==> config.mk <==
export PLATFORM = sky130hd
export DESIGN_NAME = bls_exec
export DESIGN_NICKNAME = d
export VERILOG_FILES = /design/src/rtl/bls_pkg.sv /design/src/rtl/bls_cond.sv /design/src/rtl/bls_exec.sv
export SDC_FILE = /design/constraint.sdc
export NUM_CORES = 1
export LEC_CHECK = 0
export BUFFER_PORTS_ARGS = -buffer_cell sky130_fd_sc_hd__buf_2
export CAP_MARGIN = 20
export CORE_ASPECT_RATIO = 1.4
export CORE_MARGIN = 2
export CORE_UTILIZATION = 45
export CTS_BUF_LIST = sky130_fd_sc_hd__clkbuf_4 sky130_fd_sc_hd__clkbuf_8
export DETAILED_ROUTE_END_ITERATION = 10
export GPL_TIMING_DRIVEN = 0
export PLACE_DENSITY = 0.73
export SKIP_CTS_REPAIR_TIMING = 1
export SYNTH_ARGS = -nofsm -noshare
export SYNTH_HDL_FRONTEND = slang
export SYNTH_SLANG_ARGS = --single-unit
export TNS_END_PERCENT = 100
==> constraint.sdc <==
create_clock -name clk -period 6.3 [get_ports clk]
set_input_delay 0.315 -clock clk [delete_from_list [all_inputs] [get_ports clk]]
set_output_delay 0.315 -clock clk [all_outputs]
set_load 0.02 [all_outputs]
==> src/rtl/bls_pkg.sv <==
package bls_pkg;

   // bit positions inside the processor_flag_register
   localparam int FLAG_C = 0;
   localparam int FLAG_Z = 1;
   localparam int FLAG_N = 2;
   localparam int FLAG_V = 3;
   localparam int FLAG_S = 4;
   localparam int FLAG_H = 5;
   localparam int FLAG_T = 6;
   localparam int FLAG_I = 7;

   typedef enum logic [4:0] {
      CMD_NOP                            = 5'h00,
      CMD_BRANCH_ON_SELECTED_BIT_CLEAR   = 5'h01,
      CMD_BRANCH_ON_EQUAL                = 5'h02,
      CMD_BRANCH_ON_NOT_EQUAL            = 5'h03,
      CMD_BRANCH_ON_CARRY_SET            = 5'h04,
      CMD_BRANCH_ON_CARRY_CLEAR          = 5'h05,
      CMD_BRANCH_UNSIGNED_SAME_OR_HIGHER = 5'h06,
      CMD_BRANCH_UNSIGNED_LOWER          = 5'h07,
      CMD_BRANCH_ON_MINUS                = 5'h08,
      CMD_BRANCH_ON_PLUS                 = 5'h09,
      CMD_BRANCH_SIGNED_GREATER_EQUAL    = 5'h0a,
      CMD_BRANCH_SIGNED_LESS_THAN        = 5'h0b,
      CMD_BRANCH_HALF_CARRY_SET          = 5'h0c,
      CMD_BRANCH_HALF_CARRY_CLEAR        = 5'h0d,
      CMD_BRANCH_TRANSFER_BIT_SET        = 5'h0e,
      CMD_BRANCH_TRANSFER_BIT_CLEAR      = 5'h0f,
      CMD_BRANCH_OVERFLOW_SET            = 5'h10,
      CMD_BRANCH_OVERFLOW_CLEAR          = 5'h11,
      CMD_BRANCH_INTERRUPTS_ENABLED      = 5'h12,
      CMD_BRANCH_INTERRUPTS_DISABLED     = 5'h13,
      CMD_INDIRECT_LOAD                  = 5'h14,
      CMD_DISPLACEMENT_LOAD              = 5'h15,
      CMD_DIRECT_LOAD                    = 5'h16,
      CMD_INDIRECT_STORE                 = 5'h17,
      CMD_DISPLACEMENT_STORE             = 5'h18,
      CMD_DIRECT_STORE                   = 5'h19
   } bls_cmd_type;

   typedef enum logic [1:0] {
      MODE_PLAIN    = 2'h0,
      MODE_POST_INC = 2'h1,
      MODE_PRE_DEC  = 2'h2
   } bls_mode_type;

   typedef enum logic [0:0] {
      STATE_IDLE = 1'h0,
      STATE_SECOND = 1'h1
   } bls_state_type;

   localparam logic [1:0] PTR_FIRST = 2'h0;
   localparam logic [1:0] PTR_SECOND = 2'h1;
   localparam logic [1:0] PTR_THIRD = 2'h2;

   // register map, byte addresses
   localparam logic [3:0] REG_CTRL = 4'h0;
   localparam logic [3:0] REG_STATUS = 4'h4;
   localparam logic [3:0] REG_BRANCH_COUNT = 4'h8;

   localparam int CTRL_ENABLE_BIT = 0;
   localparam int STATUS_BUSY_BIT = 0;
   localparam int STATUS_LAST_TAKEN_BIT = 1;
   localparam logic CTRL_ENABLE_RESET = 1'h1;
   localparam logic [15:0] BRANCH_COUNT_RESET = 16'h0000;

endpackage

==> src/rtl/bls_cond.sv <==
`timescale 1ns/1ns
`default_nettype none
module bls_cond
   import bls_pkg::*;
(
   input wire bls_pkg::bls_cmd_type cmd,
   input wire logic [2:0] bit_sel,
   input wire logic [7:0] flags,
   output logic is_branch,
   output logic taken
);

   always_comb begin
      is_branch = 1'b1;
      taken = 1'b0;
      case (cmd)
         CMD_BRANCH_ON_SELECTED_BIT_CLEAR: taken = ~flags[bit_sel]; // [RQ1]
         CMD_BRANCH_ON_EQUAL: taken = flags[FLAG_Z]; // [RQ2]
         CMD_BRANCH_ON_NOT_EQUAL: taken = ~flags[FLAG_Z]; // [RQ2]
         CMD_BRANCH_ON_CARRY_SET: taken = flags[FLAG_C]; // [RQ3]
         CMD_BRANCH_UNSIGNED_LOWER: taken = flags[FLAG_C]; // [RQ3]
         CMD_BRANCH_ON_CARRY_CLEAR: taken = ~flags[FLAG_C]; // [RQ3]
         CMD_BRANCH_UNSIGNED_SAME_OR_HIGHER: taken = ~flags[FLAG_C]; // [RQ3]
         CMD_BRANCH_ON_MINUS: taken = flags[FLAG_N]; // [RQ4]
         CMD_BRANCH_ON_PLUS: taken = ~flags[FLAG_N]; // [RQ4]
         // computed from n and v directly, not from the stored sign flag
         CMD_BRANCH_SIGNED_GREATER_EQUAL: taken = ~(flags[FLAG_N] ^ flags[FLAG_V]); // [RQ5]
         CMD_BRANCH_SIGNED_LESS_THAN: taken = flags[FLAG_N] ^ flags[FLAG_V]; // [RQ5]
         CMD_BRANCH_HALF_CARRY_SET: taken = flags[FLAG_H]; // [RQ6]
         CMD_BRANCH_HALF_CARRY_CLEAR: taken = ~flags[FLAG_H]; // [RQ6]
         CMD_BRANCH_TRANSFER_BIT_SET: taken = flags[FLAG_T]; // [RQ7]
         CMD_BRANCH_TRANSFER_BIT_CLEAR: taken = ~flags[FLAG_T]; // [RQ7]
         CMD_BRANCH_OVERFLOW_SET: taken = flags[FLAG_V]; // [RQ8]
         CMD_BRANCH_OVERFLOW_CLEAR: taken = ~flags[FLAG_V]; // [RQ8]
         CMD_BRANCH_INTERRUPTS_ENABLED: taken = flags[FLAG_I]; // [RQ9]
         CMD_BRANCH_INTERRUPTS_DISABLED: taken = ~flags[FLAG_I]; // [RQ9]
         default: is_branch = 1'b0;
      endcase
   end

endmodule
`default_nettype wire

==> src/rtl/bls_exec.sv <==
`timescale 1ns/1ns
`default_nettype none
// What this block does
// [RQ1] selected-bit-clear branch jumps to pc+offset+1 when that flag is zero; flags untouched
// [RQ2] equal branch takes on zero flag one, not-equal on zero flag zero
// [RQ3] carry-set and lower branch on carry one; carry-clear and same-or-higher on zero
// [RQ4] minus branches on negative flag one, plus on negative flag zero
// [RQ5] signed greater-equal takes when n xor v is zero, less-than when one
// [RQ6] half-carry branches test the half-carry flag, set or cleared form
// [RQ7] transfer-bit branches test the transfer flag, set or cleared form
// [RQ8] overflow branches test the overflow flag, set or cleared form
// [RQ9] interrupt-state branches test the global interrupt enable flag
// [RQ10] indirect load reads memory at the pointer; post-increment then bumps it; two cycles
// [RQ11] pre-decrement load lowers the pointer first, then reads at the new address
// [RQ12] displacement load reads at second or third pointer plus q, pointer kept
// [RQ13] indirect store writes the source at the pointer; post-increment bumps it after
// [RQ14] pre-decrement store lowers the pointer first, then writes at the new address
// [RQ15] displacement store writes at second or third pointer plus q, pointer kept
// [RQ16] direct load reads memory at the immediate address into the destination
// [RQ17] direct store writes the source to memory at the immediate address
// [RQ18] branch offset is signed; untaken branch advances to the next instruction
module bls_exec
   import bls_pkg::*;
(
   input wire logic clk,
   input wire logic sys_rst,
   input wire logic cmd_valid,
   output logic cmd_ready,
   input wire bls_pkg::bls_cmd_type cmd,
   input wire bls_pkg::bls_mode_type cmd_mode,
   input wire logic [1:0] cmd_ptr,
   input wire logic [2:0] cmd_bit,
   input wire logic [4:0] cmd_reg,
   input wire logic [5:0] cmd_disp,
   input wire logic [6:0] cmd_offset,
   input wire logic [15:0] cmd_addr,
   input wire logic [15:0] cmd_pc,
   input wire logic [7:0] flags,
   input wire logic [7:0] src_data,
   input wire logic [15:0] ptr_first,
   input wire logic [15:0] ptr_second,
   input wire logic [15:0] ptr_third,
   output logic pc_valid,
   output logic [15:0] pc_value,
   output logic done,
   output logic dm_re,
   output logic dm_we,
   output logic [15:0] dm_addr,
   output logic [7:0] dm_wdata,
   input wire logic [7:0] dm_rdata,
   output logic rf_we,
   output logic [4:0] rf_waddr,
   output logic [7:0] rf_wdata,
   output logic ptr_we,
   output logic [1:0] ptr_wsel,
   output logic [15:0] ptr_wdata,
   input wire logic [3:0] avs_address,
   input wire logic avs_read,
   input wire logic avs_write,
   input wire logic [31:0] avs_writedata,
   output logic [31:0] avs_readdata,
   output logic avs_waitrequest
);
   import bls_pkg::*;

   bls_state_type state;
   bls_state_type next_state;
   logic is_branch;
   logic taken;
   logic accept;
   logic is_load;
   logic is_store;
   logic is_mem;
   logic ptr_update;
   logic [15:0] sel_ptr;
   logic [15:0] eff_addr;
   logic [15:0] next_ptr;
   logic [15:0] branch_target;
   logic [5:0] disp_used;
   logic load_pending;
   logic store_pending;
   logic ctrl_enable;
   logic last_taken;
   logic [15:0] branch_count;
   logic bus_write;

   bls_cond u_cond (
      .cmd(cmd),
      .bit_sel(cmd_bit),
      .flags(flags),
      .is_branch(is_branch),
      .taken(taken)
   );

   assign accept = cmd_valid & cmd_ready;
   assign is_load = (cmd == CMD_INDIRECT_LOAD) | (cmd == CMD_DISPLACEMENT_LOAD)
                    | (cmd == CMD_DIRECT_LOAD);
   assign is_store = (cmd == CMD_INDIRECT_STORE) | (cmd == CMD_DISPLACEMENT_STORE)
                     | (cmd == CMD_DIRECT_STORE);
   assign is_mem = is_load | is_store;

   always_comb begin
      case (cmd_ptr)
         PTR_FIRST: sel_ptr = ptr_first;
         PTR_SECOND: sel_ptr = ptr_second;
         default: sel_ptr = ptr_third;
      endcase
   end

   // the first pair has no displacement form, so q is dropped for it
   assign disp_used = (cmd_ptr == PTR_FIRST) ? 6'h00 : cmd_disp; // [RQ12] [RQ15]

   // offset sign-extended, so backward branches wrap correctly
   assign branch_target = cmd_pc + {{9{cmd_offset[6]}}, cmd_offset} + 16'h0001; // [RQ18] [RQ1]

   always_comb begin
      eff_addr = sel_ptr;
      next_ptr = sel_ptr;
      ptr_update = 1'b0;
      case (cmd)
         CMD_INDIRECT_LOAD, CMD_INDIRECT_STORE: begin
            if (cmd_mode == MODE_PRE_DEC) begin
               eff_addr = sel_ptr - 16'h0001; // [RQ11] [RQ14]
               next_ptr = sel_ptr - 16'h0001;
               ptr_update = 1'b1;
            end else if (cmd_mode == MODE_POST_INC) begin
               next_ptr = sel_ptr + 16'h0001; // [RQ10] [RQ13]
               ptr_update = 1'b1;
            end
         end
         CMD_DISPLACEMENT_LOAD, CMD_DISPLACEMENT_STORE:
            eff_addr = sel_ptr + {10'h000, disp_used}; // [RQ12] [RQ15]
         CMD_DIRECT_LOAD, CMD_DIRECT_STORE: eff_addr = cmd_addr; // [RQ16] [RQ17]
         default: eff_addr = sel_ptr;
      endcase
   end

   always_comb begin
      next_state = STATE_IDLE;
      case (state)
         STATE_IDLE: begin
            // memory ops and taken branches own a second cycle
            if (accept && (is_mem || (is_branch && taken))) begin
               next_state = STATE_SECOND; // [RQ1] [RQ10] [RQ13]
            end
         end
         STATE_SECOND: next_state = STATE_IDLE;
         default: next_state = STATE_IDLE;
      endcase
   end

   always_ff @(posedge clk or posedge sys_rst) begin
      if (sys_rst) begin
         state <= STATE_IDLE;
         cmd_ready <= 1'b0;
      end else begin
         state <= next_state;
         cmd_ready <= ctrl_enable & (next_state == STATE_IDLE);
      end
   end

   // program counter result; no flag output exists, so flags stay untouched
   always_ff @(posedge clk or posedge sys_rst) begin
      if (sys_rst) begin
         pc_valid <= 1'b0;
         pc_value <= 16'h0000;
      end else begin
         pc_valid <= 1'b0;
         if (accept && is_branch) begin
            pc_value <= taken ? branch_target : cmd_pc + 16'h0001; // [RQ18] [RQ1]
            pc_valid <= ~taken; // [RQ18]
         end else if (state == STATE_SECOND && !load_pending && !store_pending) begin
            pc_valid <= 1'b1; // [RQ2] [RQ3] [RQ4] [RQ5] [RQ6] [RQ7] [RQ8] [RQ9]
         end
      end
   end

   always_ff @(posedge clk or posedge sys_rst) begin
      if (sys_rst) begin
         dm_re <= 1'b0;
         dm_we <= 1'b0;
         dm_addr <= 16'h0000;
         dm_wdata <= 8'h00;
         ptr_we <= 1'b0;
         ptr_wsel <= PTR_FIRST;
         ptr_wdata <= 16'h0000;
         load_pending <= 1'b0;
         store_pending <= 1'b0;
         rf_waddr <= 5'h00;
      end else begin
         dm_re <= accept & is_load; // [RQ10] [RQ16]
         dm_we <= accept & is_store; // [RQ13] [RQ17]
         ptr_we <= accept & ptr_update; // [RQ10] [RQ11] [RQ13] [RQ14]
         load_pending <= accept & is_load;
         store_pending <= accept & is_store;
         if (accept && is_mem) begin
            dm_addr <= eff_addr;
            dm_wdata <= src_data; // [RQ13] [RQ17]
            ptr_wsel <= cmd_ptr;
            ptr_wdata <= next_ptr;
            rf_waddr <= cmd_reg;
         end
      end
   end

   // asynchronous memory: read data is valid and sampled in the same cycle as dm_re
   always_ff @(posedge clk or posedge sys_rst) begin
      if (sys_rst) begin
         rf_we <= 1'b0;
         rf_wdata <= 8'h00;
         done <= 1'b0;
      end else begin
         rf_we <= load_pending; // [RQ10] [RQ16]
         if (load_pending) begin
            rf_wdata <= dm_rdata;
         end
         done <= (accept && is_branch && !taken) || (accept && !is_branch && !is_mem)
                 || (state == STATE_SECOND);
      end
   end

   assign bus_write = avs_write & ~avs_waitrequest;

   always_ff @(posedge clk or posedge sys_rst) begin
      if (sys_rst) begin
         avs_waitrequest <= 1'b1;
         avs_readdata <= 32'h0000_0000;
      end else begin
         if (!avs_waitrequest) begin
            avs_waitrequest <= 1'b1;
         end else if (avs_read || avs_write) begin
            avs_waitrequest <= 1'b0;
         end
         if (avs_read && avs_waitrequest) begin
            case (avs_address)
               REG_CTRL: avs_readdata <= {31'h0, ctrl_enable};
               REG_STATUS: avs_readdata <= {30'h0, last_taken, state == STATE_SECOND};
               REG_BRANCH_COUNT: avs_readdata <= {16'h0000, branch_count};
               default: avs_readdata <= 32'h0000_0000;
            endcase
         end
      end
   end

   always_ff @(posedge clk or posedge sys_rst) begin
      if (sys_rst) begin
         ctrl_enable <= CTRL_ENABLE_RESET;
      end else if (bus_write && avs_address == REG_CTRL) begin
         ctrl_enable <= avs_writedata[CTRL_ENABLE_BIT];
      end
   end

   // a taken branch in the clearing cycle still counts
   always_ff @(posedge clk or posedge sys_rst) begin
      if (sys_rst) begin
         branch_count <= BRANCH_COUNT_RESET;
         last_taken <= 1'b0;
      end else begin
         if (bus_write && avs_address == REG_BRANCH_COUNT) begin
            branch_count <= (accept && is_branch && taken) ? 16'h0001 : BRANCH_COUNT_RESET;
         end else if (accept && is_branch && taken) begin
            branch_count <= branch_count + 16'h0001;
         end
         if (accept && is_branch) begin
            last_taken <= taken;
         end
      end
   end
endmodule
`default_nettype wire

# Yosys cells after proc, flatten, opt, wreduce, memory -nomap -nowiden
# Cells that the tools add are included.
[word_totals] register_bits=130 wordCells=139
[op_classes] add_sub_neg=7 order_cmp=1 n_eq_ne=30 mux=25 bitwise=25 n_reduce_logical=31
[ops] operator="$mux W16" count=7
[ops] operator="$pmux W16 S3" count=2
[ops] operator="$add A16 B1 Y16 const B" count=4
[ops] operator="$eq A5 B5 Y1 const B" count=10
[ops] operator="$eq A5 B4 Y1 const B" count=8
[ops] operator="$pmux W16 S2" count=1
[ops] operator="$eq A5 B3 Y1 const B" count=4
[ops] operator="$reduce_or A19 Y1" count=1
[ops] operator="$pmux W1 S17" count=1
[ops] operator="$add A16 B16 Y16" count=1
[ops] operator="$add A16 B6 Y16" count=1
[ops] operator="$sub A16 B1 Y16 const B" count=1
[ops] operator="$logic_and A1 B1 Y1" count=13
[ops] operator="$not A1 Y1" count=13
[ops] operator="$mux W1" count=11
[ops] operator="$eq A5 B2 Y1 const B" count=2
[ops] operator="$reduce_or A2 Y1" count=5
[ops] operator="$and A1 B1 Y1" count=6
[ops] operator="$mux W6" count=1
[ops] operator="$eq A5 B1 Y1 const B" count=1
[ops] operator="$logic_not A1 Y1" count=5
[ops] operator="$or A1 B1 Y1" count=5
[ops] operator="$eq A2 B1 Y1 const B" count=2
[ops] operator="$eq A4 B3 Y1 const B" count=1
[ops] operator="10 further kinds" count=13

# Depth between registers and ports, before layout
# Gate-level depths: netlist of the first run.
[depth] depth_word=11 ltp_mapped=13

# Cells and area by module
# Synthesis of the first run repeated with hierarchy kept, for this count alone.
[unflattened] hier_cells=901 hier_area_um2=7835.0
[modules_own_cells] mod="bls_exec" n_inst=1 cells_per_inst=865 area_per_inst_um2=7546.0
[modules_own_cells] mod="bls_cond" n_inst=1 cells_per_inst=36 area_per_inst_um2=289.0

# Worst setup path after synthesis of the first run
# No wires, ideal clock.
[synth_path] kind="in2reg" start="input port cmd_ptr[0]" end="register dm_addr[15]" setup_ps=130 arrival_time_ps=2567 required_ps=6170 path_slack_ps=3603 path_stages=12 path_buffers=3 path_cell_list="buf_6 buf_6 mux2i_1 o21ai_1 ha_1 buf_1 nor2_1 a21o_1 nor4_1 xnor2_1 a222oi_1 o21ai_1"
[synth_via] elab_chain_len=5
[synth_rtl] element="start: declaration" line="bls_exec.sv:31" text="input wire logic [1:0] cmd_ptr,"
[synth_rtl] element="$eq A2 B1 Y1 / $logic_not A2 Y1 (equally long branches)" line="bls_exec.sv:103, bls_exec.sv:111"
[synth_rtl] element="$pmux W16 S2" line="bls_exec.sv:103" text="case (cmd_ptr)"
[synth_rtl] element="$sub A16 B1 Y16" line="bls_exec.sv:123" text="eff_addr = sel_ptr - 16'h0001;"
[synth_rtl] element="$mux W16" line="bls_exec.sv:122" text="if (cmd_mode == MODE_PRE_DEC) begin"
[synth_rtl] element="$pmux W16 S3 (*)" line="bls_exec.sv:120" text="case (cmd)"
[synth_rtl] element="end signal: assignment" line="bls_exec.sv:197" text="dm_addr <= eff_addr;"
[synth_rtl] element="end: declaration" line="bls_exec.sv:48" text="output logic [15:0] dm_addr,"
# Every way passes the cells marked *; elsewhere a longest branch is shown, timed or not.
# A chain may end at the register's enable or synchronous reset.

# Worst setup path in the final report of the first run
[layout_path] start="input port cmd_ptr[1]" end="register dm_addr[10]"
# The elaborated chain is that of the path after synthesis.

==> impl_metrics.yaml, run 1 <==
global_routing:
  met3_usage_pct: 3.94
  grt_overflow: 0
  grt_pass1_vias: 7550
  grt_start_max_net_pins: 72
  grtUsageMet1_pct: 26.7
  grt_pass1_wl_um: 36600
  gr-usage-all-layers_pct: 24.9
  top_usage_layer: "met2"
  groute.layer.met2.usage_pct: 47.1
  antenna_found_initial: 0
cts:
  clk_latency_ns: 0.43
  cts_tree: "built"
  root_buffer: "clkbuf_8"
  cts_sinks: 114
  clk_pin_slew_worst_paths_ns: 0.08
  h-tree-depth: 4
  numCtsBuffers: 17
  clockBufferDepth: 2
timing:
  tns_ns: 0
  slew_headroom_pct: 40.2
  post-route-min-period_ns: 2.88
  finClkSkew_ns: 0.0154
  tightest_slew_ns: 0.895
  hold_viol: 0
  drv_slew: 0
  timing.final.ws_setup_ns: 3.42
  post-route-period-util_pct: 45.7
  setup_violations: 0
  timing.fmax_ghz: 0.347
  rsz0062_at_grt: "false"
cells_and_area:
  seq_area_um2: 2860
  multi_input_area_um2: 4750
  syn2layout_area_growth_pct: 25.2
  drive_gt1_share_pct: 27.5
  final_nets: 1399
  num-fill-cells: 1633
  final_cell_area_um2: 9960
  antennaDiodeCount: 0
synthesis:
  ys_warn_count: 0
  synth_cell_types: 81
  syn_avg_cell_area_um2: 8.58
  synth_flop_cell: "dfrtp_1"
  yosysTopAreaCellShare_pct: 35.2
  netlist_area_um2: 7960
  synth.most_common_cell: "nand2_1"
  ys_seq_elements: 114
  async_reset_ff_share_pct: 100
  synth-edff-count: 0
  synth_top_cell_by_area: "dfrtp_1"
  yosys-top-cells-area: "dfrtp_1, xnor2_1, nand2_1, o21ai_0, ha_1"
  synth_cells: 927
  synth_common_cells: "nand2_1, dfrtp_1, nor2_1"
  synth_seq_area_share_pct: 35.9
run:
  cap_viol_max_count: 0
placement:
  placed_area_um2: 9520
  portBuffers: 236
  place_congestion: 0.902
  dpl_worst_slack_ns: 3.03
  dp_hpwl_um: 18800
routing:
  dr.pass1.iters: 6
  routed_wl_um: 23300
  vias_per_cell: 5.34
  num_vias: 7730
  drc_errors: 0
  drtIter0Drc: 497
  wl_per_cell_um: 16.1
  detail-route-antenna-nets: 0
power:
  leakage_nw: 4.85
  max-vdd-ir-drop_mv: 0.106
  finalPower_mw: 2.67
  powerDensity_nw_per_um2: 268
setup_path:
  arrival_ns: 3.22
  critPathSlowestCell: "o311ai_1"
  r2r-start: "cmd_ready$_DFF_PP0_"
  start_kind: "input port"
  crit_chain: "buf_2, buf_4, o21ai_1, ha_1, ha_1, a21oi_1, o311ai_1, a21oi_1, nor4bb_1, a31oi_1, a41oi_1"
  cp_top_family: "compound AO/OA/AOI/OAI gates"
  critical_path.n_buffers_inverters: 2
  path_max_fanout: 10
  slowest_delay_ns: 0.63
  endpoint_kind: "flop"
  crit_start: "cmd_ptr[1]"
  critPathKind: "in -> reg"
  required_ns: 6.64
floorplanning:
  die_w_um: 116
  dieArea_um2: 18800
  chipHeight_um: 161
  coreArea_um2: 17300
  initial_core_util_pct: 45.9
  io_pins: 286
  num_rows: 57
worst_hold_path:
  hold_class: "in -> reg"
  hp-start: "avs_read"
status:
  status: "completed"
-- power breakdown --
| group | switching [mW] | internal [mW] | total [mW] |
|---|---|---|---|
| clock | 0.350 | 0.405 | 0.754 |
| combinational | 0.589 | 0.340 | 0.929 |
| sequential | 0.0908 | 0.892 | 0.983 |
| total | 1.03 | 1.64 | 2.67 |
-- cells in the final DEF (no fill, tap or decap), types with 10 or more instances in the layout --
cell type  Yosys  routed
a21o_1        10      10
a21oi_1       42      42
a22o_1        15      15
a31oi_1       11      11
and3_1        13      13
buf_2          6     242
buf_4         19      19
clkbuf_1      34      34
clkbuf_8       0      17
conb_1         1      16
dfrtp_1      112     112
ha_1          24      24
inv_1         16      15
mux2_2        12      12
mux2i_1       22      22
nand2_1      148     148
nand3_1       27      27
nor2_1        75      75
nor2b_1       15      15
nor3_1        22      22
o21a_1        11      11
o21ai_0       67      67
o21ai_1       17      17
xnor2_1       69      69
xor2_1        21      21
-- logic make-up (layout without fill, tap and decap cells) --
group | after synthesis | in the layout | synth area share [%]
fa+ha+maj | 25 | 25 | 4.03
compound gates | 223 | 223 | 17.9
xor+xnor | 90 | 90 | 9.91
mux | 41 | 41 | 5.96
other cells | 1 | 16 | 0.0471
simple gates | 351 | 351 | 21.1
buf+inv | 82 | 352 | 5.14
flops | 114 | 114 | 35.9
-- layer usage --
metal | part of all wire (%) | routed length [um]
met1 | 37 | 8710
met2 | 54 | 12500
met3 | 5.5 | 1280
met4 | 3.2 | 736
met5 | 0 | 0
-- worst paths after layout --
kind                                          endpoint  depth (start not counted)  slack (ns)
min in group asynchronous      rf_waddr[1]$_DFFE_PP0P_                          3        0.50
max in group asynchronous      ctrl_enable$_DFFE_PP1P_                          4        5.02
setup reg to reg           branch_count[8]$_DFFE_PP0P_                          7        4.17
hold reg to reg                        rf_we$_DFF_PP0_                          0        0.46
setup / recovery               dm_addr[10]$_DFFE_PP0P_                         11        3.42
hold / removal               avs_waitrequest$_DFF_PP1_                          2        0.03
-- registers in the layout, summed over array words and instances, names as in the netlist --
name,flops
avs_readdata,16
branch_count,16
dm_addr,16
pc_value,16
ptr_wdata,16
dm_wdata,8
rf_wdata,8
rf_waddr,5
ptr_wsel,2
avs_waitrequest,1
cmd_ready,1
ctrl_enable,1
done,1
last_taken,1
load_pending,1
pc_valid,1
ptr_we,1
rf_we,1
state,1
store_pending,1
-- area by class of cell --
cell class | instances | share of cell area [%]
multi-input cells | 746 | 47.7
well taps | 236 | 2.97
flip-flops and latches | 114 | 28.7
repair buffers | 238 | 12.2
inverters | 17 | 0.666
plain buffers | 65 | 3.47
clock buffers | 17 | 2.35
clock inverters | 15 | 1.96
-- stage by stage --
stage | instances | hold slack [ns] | utilization, %
5_1_grt | 1448 | 0.00586 | 57.5
3_5_place_dp | 1415 | 0.415 | 54.9
6_report | 1448 | 0.0328 | 57.5
4_1_cts | 1447 | -0.0667 | 57.4
3_3_place_gp | 1414 | 0.436 | 54.7
2_1_floorplan | 942 | 0.378 | -
(Power assumes the default switching activity.)
==> inputs of run 2 (changes only) <==
Clock period 6.3 ns to 2.88 ns, I/O delays scaled along.
==> impl_metrics.yaml, run 2 (same netlist as run 1, synthesis figures left out) <==
power:
  power_frac_seq_pct: 36.9
  pwr-share-comb_pct: 35.6
  switching_power_mw: 2.29
  power_frac_clock_pct: 27.5
  powerDensity_nw_per_um2: 568
  p_int_mw: 3.54
  switching_share_pct: 39.3
  leakage_nw: 4.97
  max-vdd-ir-drop_mv: 0.309
floorplanning:
  chipHeight_um: 161
  die_w_um: 116
  io_pins: 286
  initial_core_util_pct: 45.9
  num_rows: 57
  coreArea_um2: 17300
  dieArea_um2: 18800
timing:
  post-route-min-period_ns: 2.76
  tightest_slew_ns: 0.893
  finClkSkew_ns: 0.0188
  slew_headroom_pct: 40.3
  timing.final.ws_setup_ns: 0.117
  rsz0062_at_grt: "false"
  setup_violations: 0
  timing.fmax_ghz: 0.362
  hold_ws_ns: 0.00866
  drv_slew: 0
  hold_viol: 0
  post-route-period-util_pct: 95.9
placement:
  portBuffers: 236
  place_congestion: 0.923
  placed_area_um2: 9550
  dp_hpwl_um: 18800
  place_inst: 1417
  dpl_worst_slack_ns: -0.203
cells_and_area:
  final_cells: 1478
  final_nets: 1428
  layout_commonest_cell: "buf_2"
  syn2layout_area_growth_pct: 28.9
  final_cell_area_um2: 10300
  drive_gt1_share_pct: 27.0
  mostFrequentLayoutCells: "buf_2, nand2_1, dfrtp_1"
worst_hold_path:
  hold_class: "in -> reg"
routing:
  drc_errors: 0
  dr.pass1.iters: 6
  vias_per_cell: 5.33
  drtIter0Drc: 550
  detail-route-antenna-nets: 0
  wl_per_cell_um: 16.1
  num_vias: 7884
  routed_wl_um: 23700
global_routing:
  grt_pass1_vias: 7352
  gr-usage-all-layers_pct: 24.6
  grt_pass1_wl_um: 36200
  antenna_found_initial: 0
  grt_start_max_net_pins: 42
  grt_overflow: 0
setup_path:
  arrival_ns: 3.07
  cp_top_family: "compound AO/OA/AOI/OAI gates"
  reg2reg_setup_slack_ns: 0.71
  critPathSlowestCell: "nor3_2"
  endpoint_kind: "flop"
  start_kind: "input port"
  critPathKind: "in -> reg"
  crit_top_cell: "buf_6"
  required_ns: 3.18
  crit_chain: "buf_6, buf_6, mux2i_1, o21ai_2, ha_1, a21o_1, nor2_1, o31ai_1, nor3_2, nor3_1, xnor2_1, a222oi_1, o21ai_1"
  critical_path.n_buffers_inverters: 2
  path_max_fanout: 10
  slowest_delay_ns: 0.47
cts:
  cts_sinks: 114
  clockBufferDepth: 2
  numCtsBuffers: 17
  clk_pin_slew_worst_paths_ns: 0.08
  cts_tree: "built"
  root_buffer: "clkbuf_8"
  h-tree-depth: 4
  clk_latency_ns: 0.44
run:
  cap_viol_max_count: 0
status:
  status: "completed"
## run 2: metrics by stage
stage	setup TNS (ns)	total power, mW	utilization (%)
2_1_floorplan	0	3.45	-
3_3_place_gp	-1.10	4.16	54.8
3_5_place_dp	-1.36	4.21	55.1
4_1_cts	0	5.81	57.5
5_1_grt	0	6.15	59.2
6_report	0	5.82	59.2
## run 2: worst register-to-register path, delay by kind of cell, from the launching register on
kind            cells  cell delay (ns)
simple gates        4             0.88
buf+inv             2             0.61
flops               1             0.44
compound gates      1             0.17
## run 2: metal layers
metal / vias up / wire [um] / track usage [%]
li1: 3849 / - / -
met1: 3689 / 8920 / 27.4
met2: 298 / 12700 / 45.6
met3: 48 / 1360 / 3.56
met4: 0 / 741 / 10.3
met5: - / 0 / 0
## run 2: worst paths after layout
| path | startpoint | to | cells past startpoint |
|---|---|---|---|
| min in group asynchronous | sys_rst | rf_waddr[2]$_DFFE_PP0P_ | 3 |
| setup reg to reg | cmd_ready$_DFF_PP0_ | branch_count[8]$_DFFE_PP0P_ | 7 |
| max in group asynchronous | sys_rst | store_pending$_DFF_PP0_ | 6 |
| hold reg to reg | load_pending$_DFF_PP0_ | rf_we$_DFF_PP0_ | 0 |
| setup / recovery | cmd_ptr[0] | dm_addr[11]$_DFFE_PP0P_ | 13 |
| hold / removal | cmd_mode[1] | ptr_we$_DFF_PP0_ | 3 |
## run 2: power by group through the flow
stage          sequential [mW]  combinational (mW)  clock (mW)
3_5_place_dp              2.18                2.03           0
5_1_grt                   2.20                2.25        1.70
3_3_place_gp              2.17                1.99           0
2_1_floorplan             2.57               0.882           0
6_report                  2.15                2.07        1.60
4_1_cts                   2.15                2.04        1.63
## run 2: cell type report
type | count | area (um2)
Buffer | 65 | 345
Fill cell | 1613 | 7070
Tap cell | 236 | 295
Antenna cell | 1 | 2.50
Timing Repair Buffer | 267 | 1520
Multi-Input combinational cell | 746 | 4750
Clock buffer | 17 | 234
Clock inverter | 15 | 188
Inverter | 17 | 67.6
Sequential cell | 114 | 2860
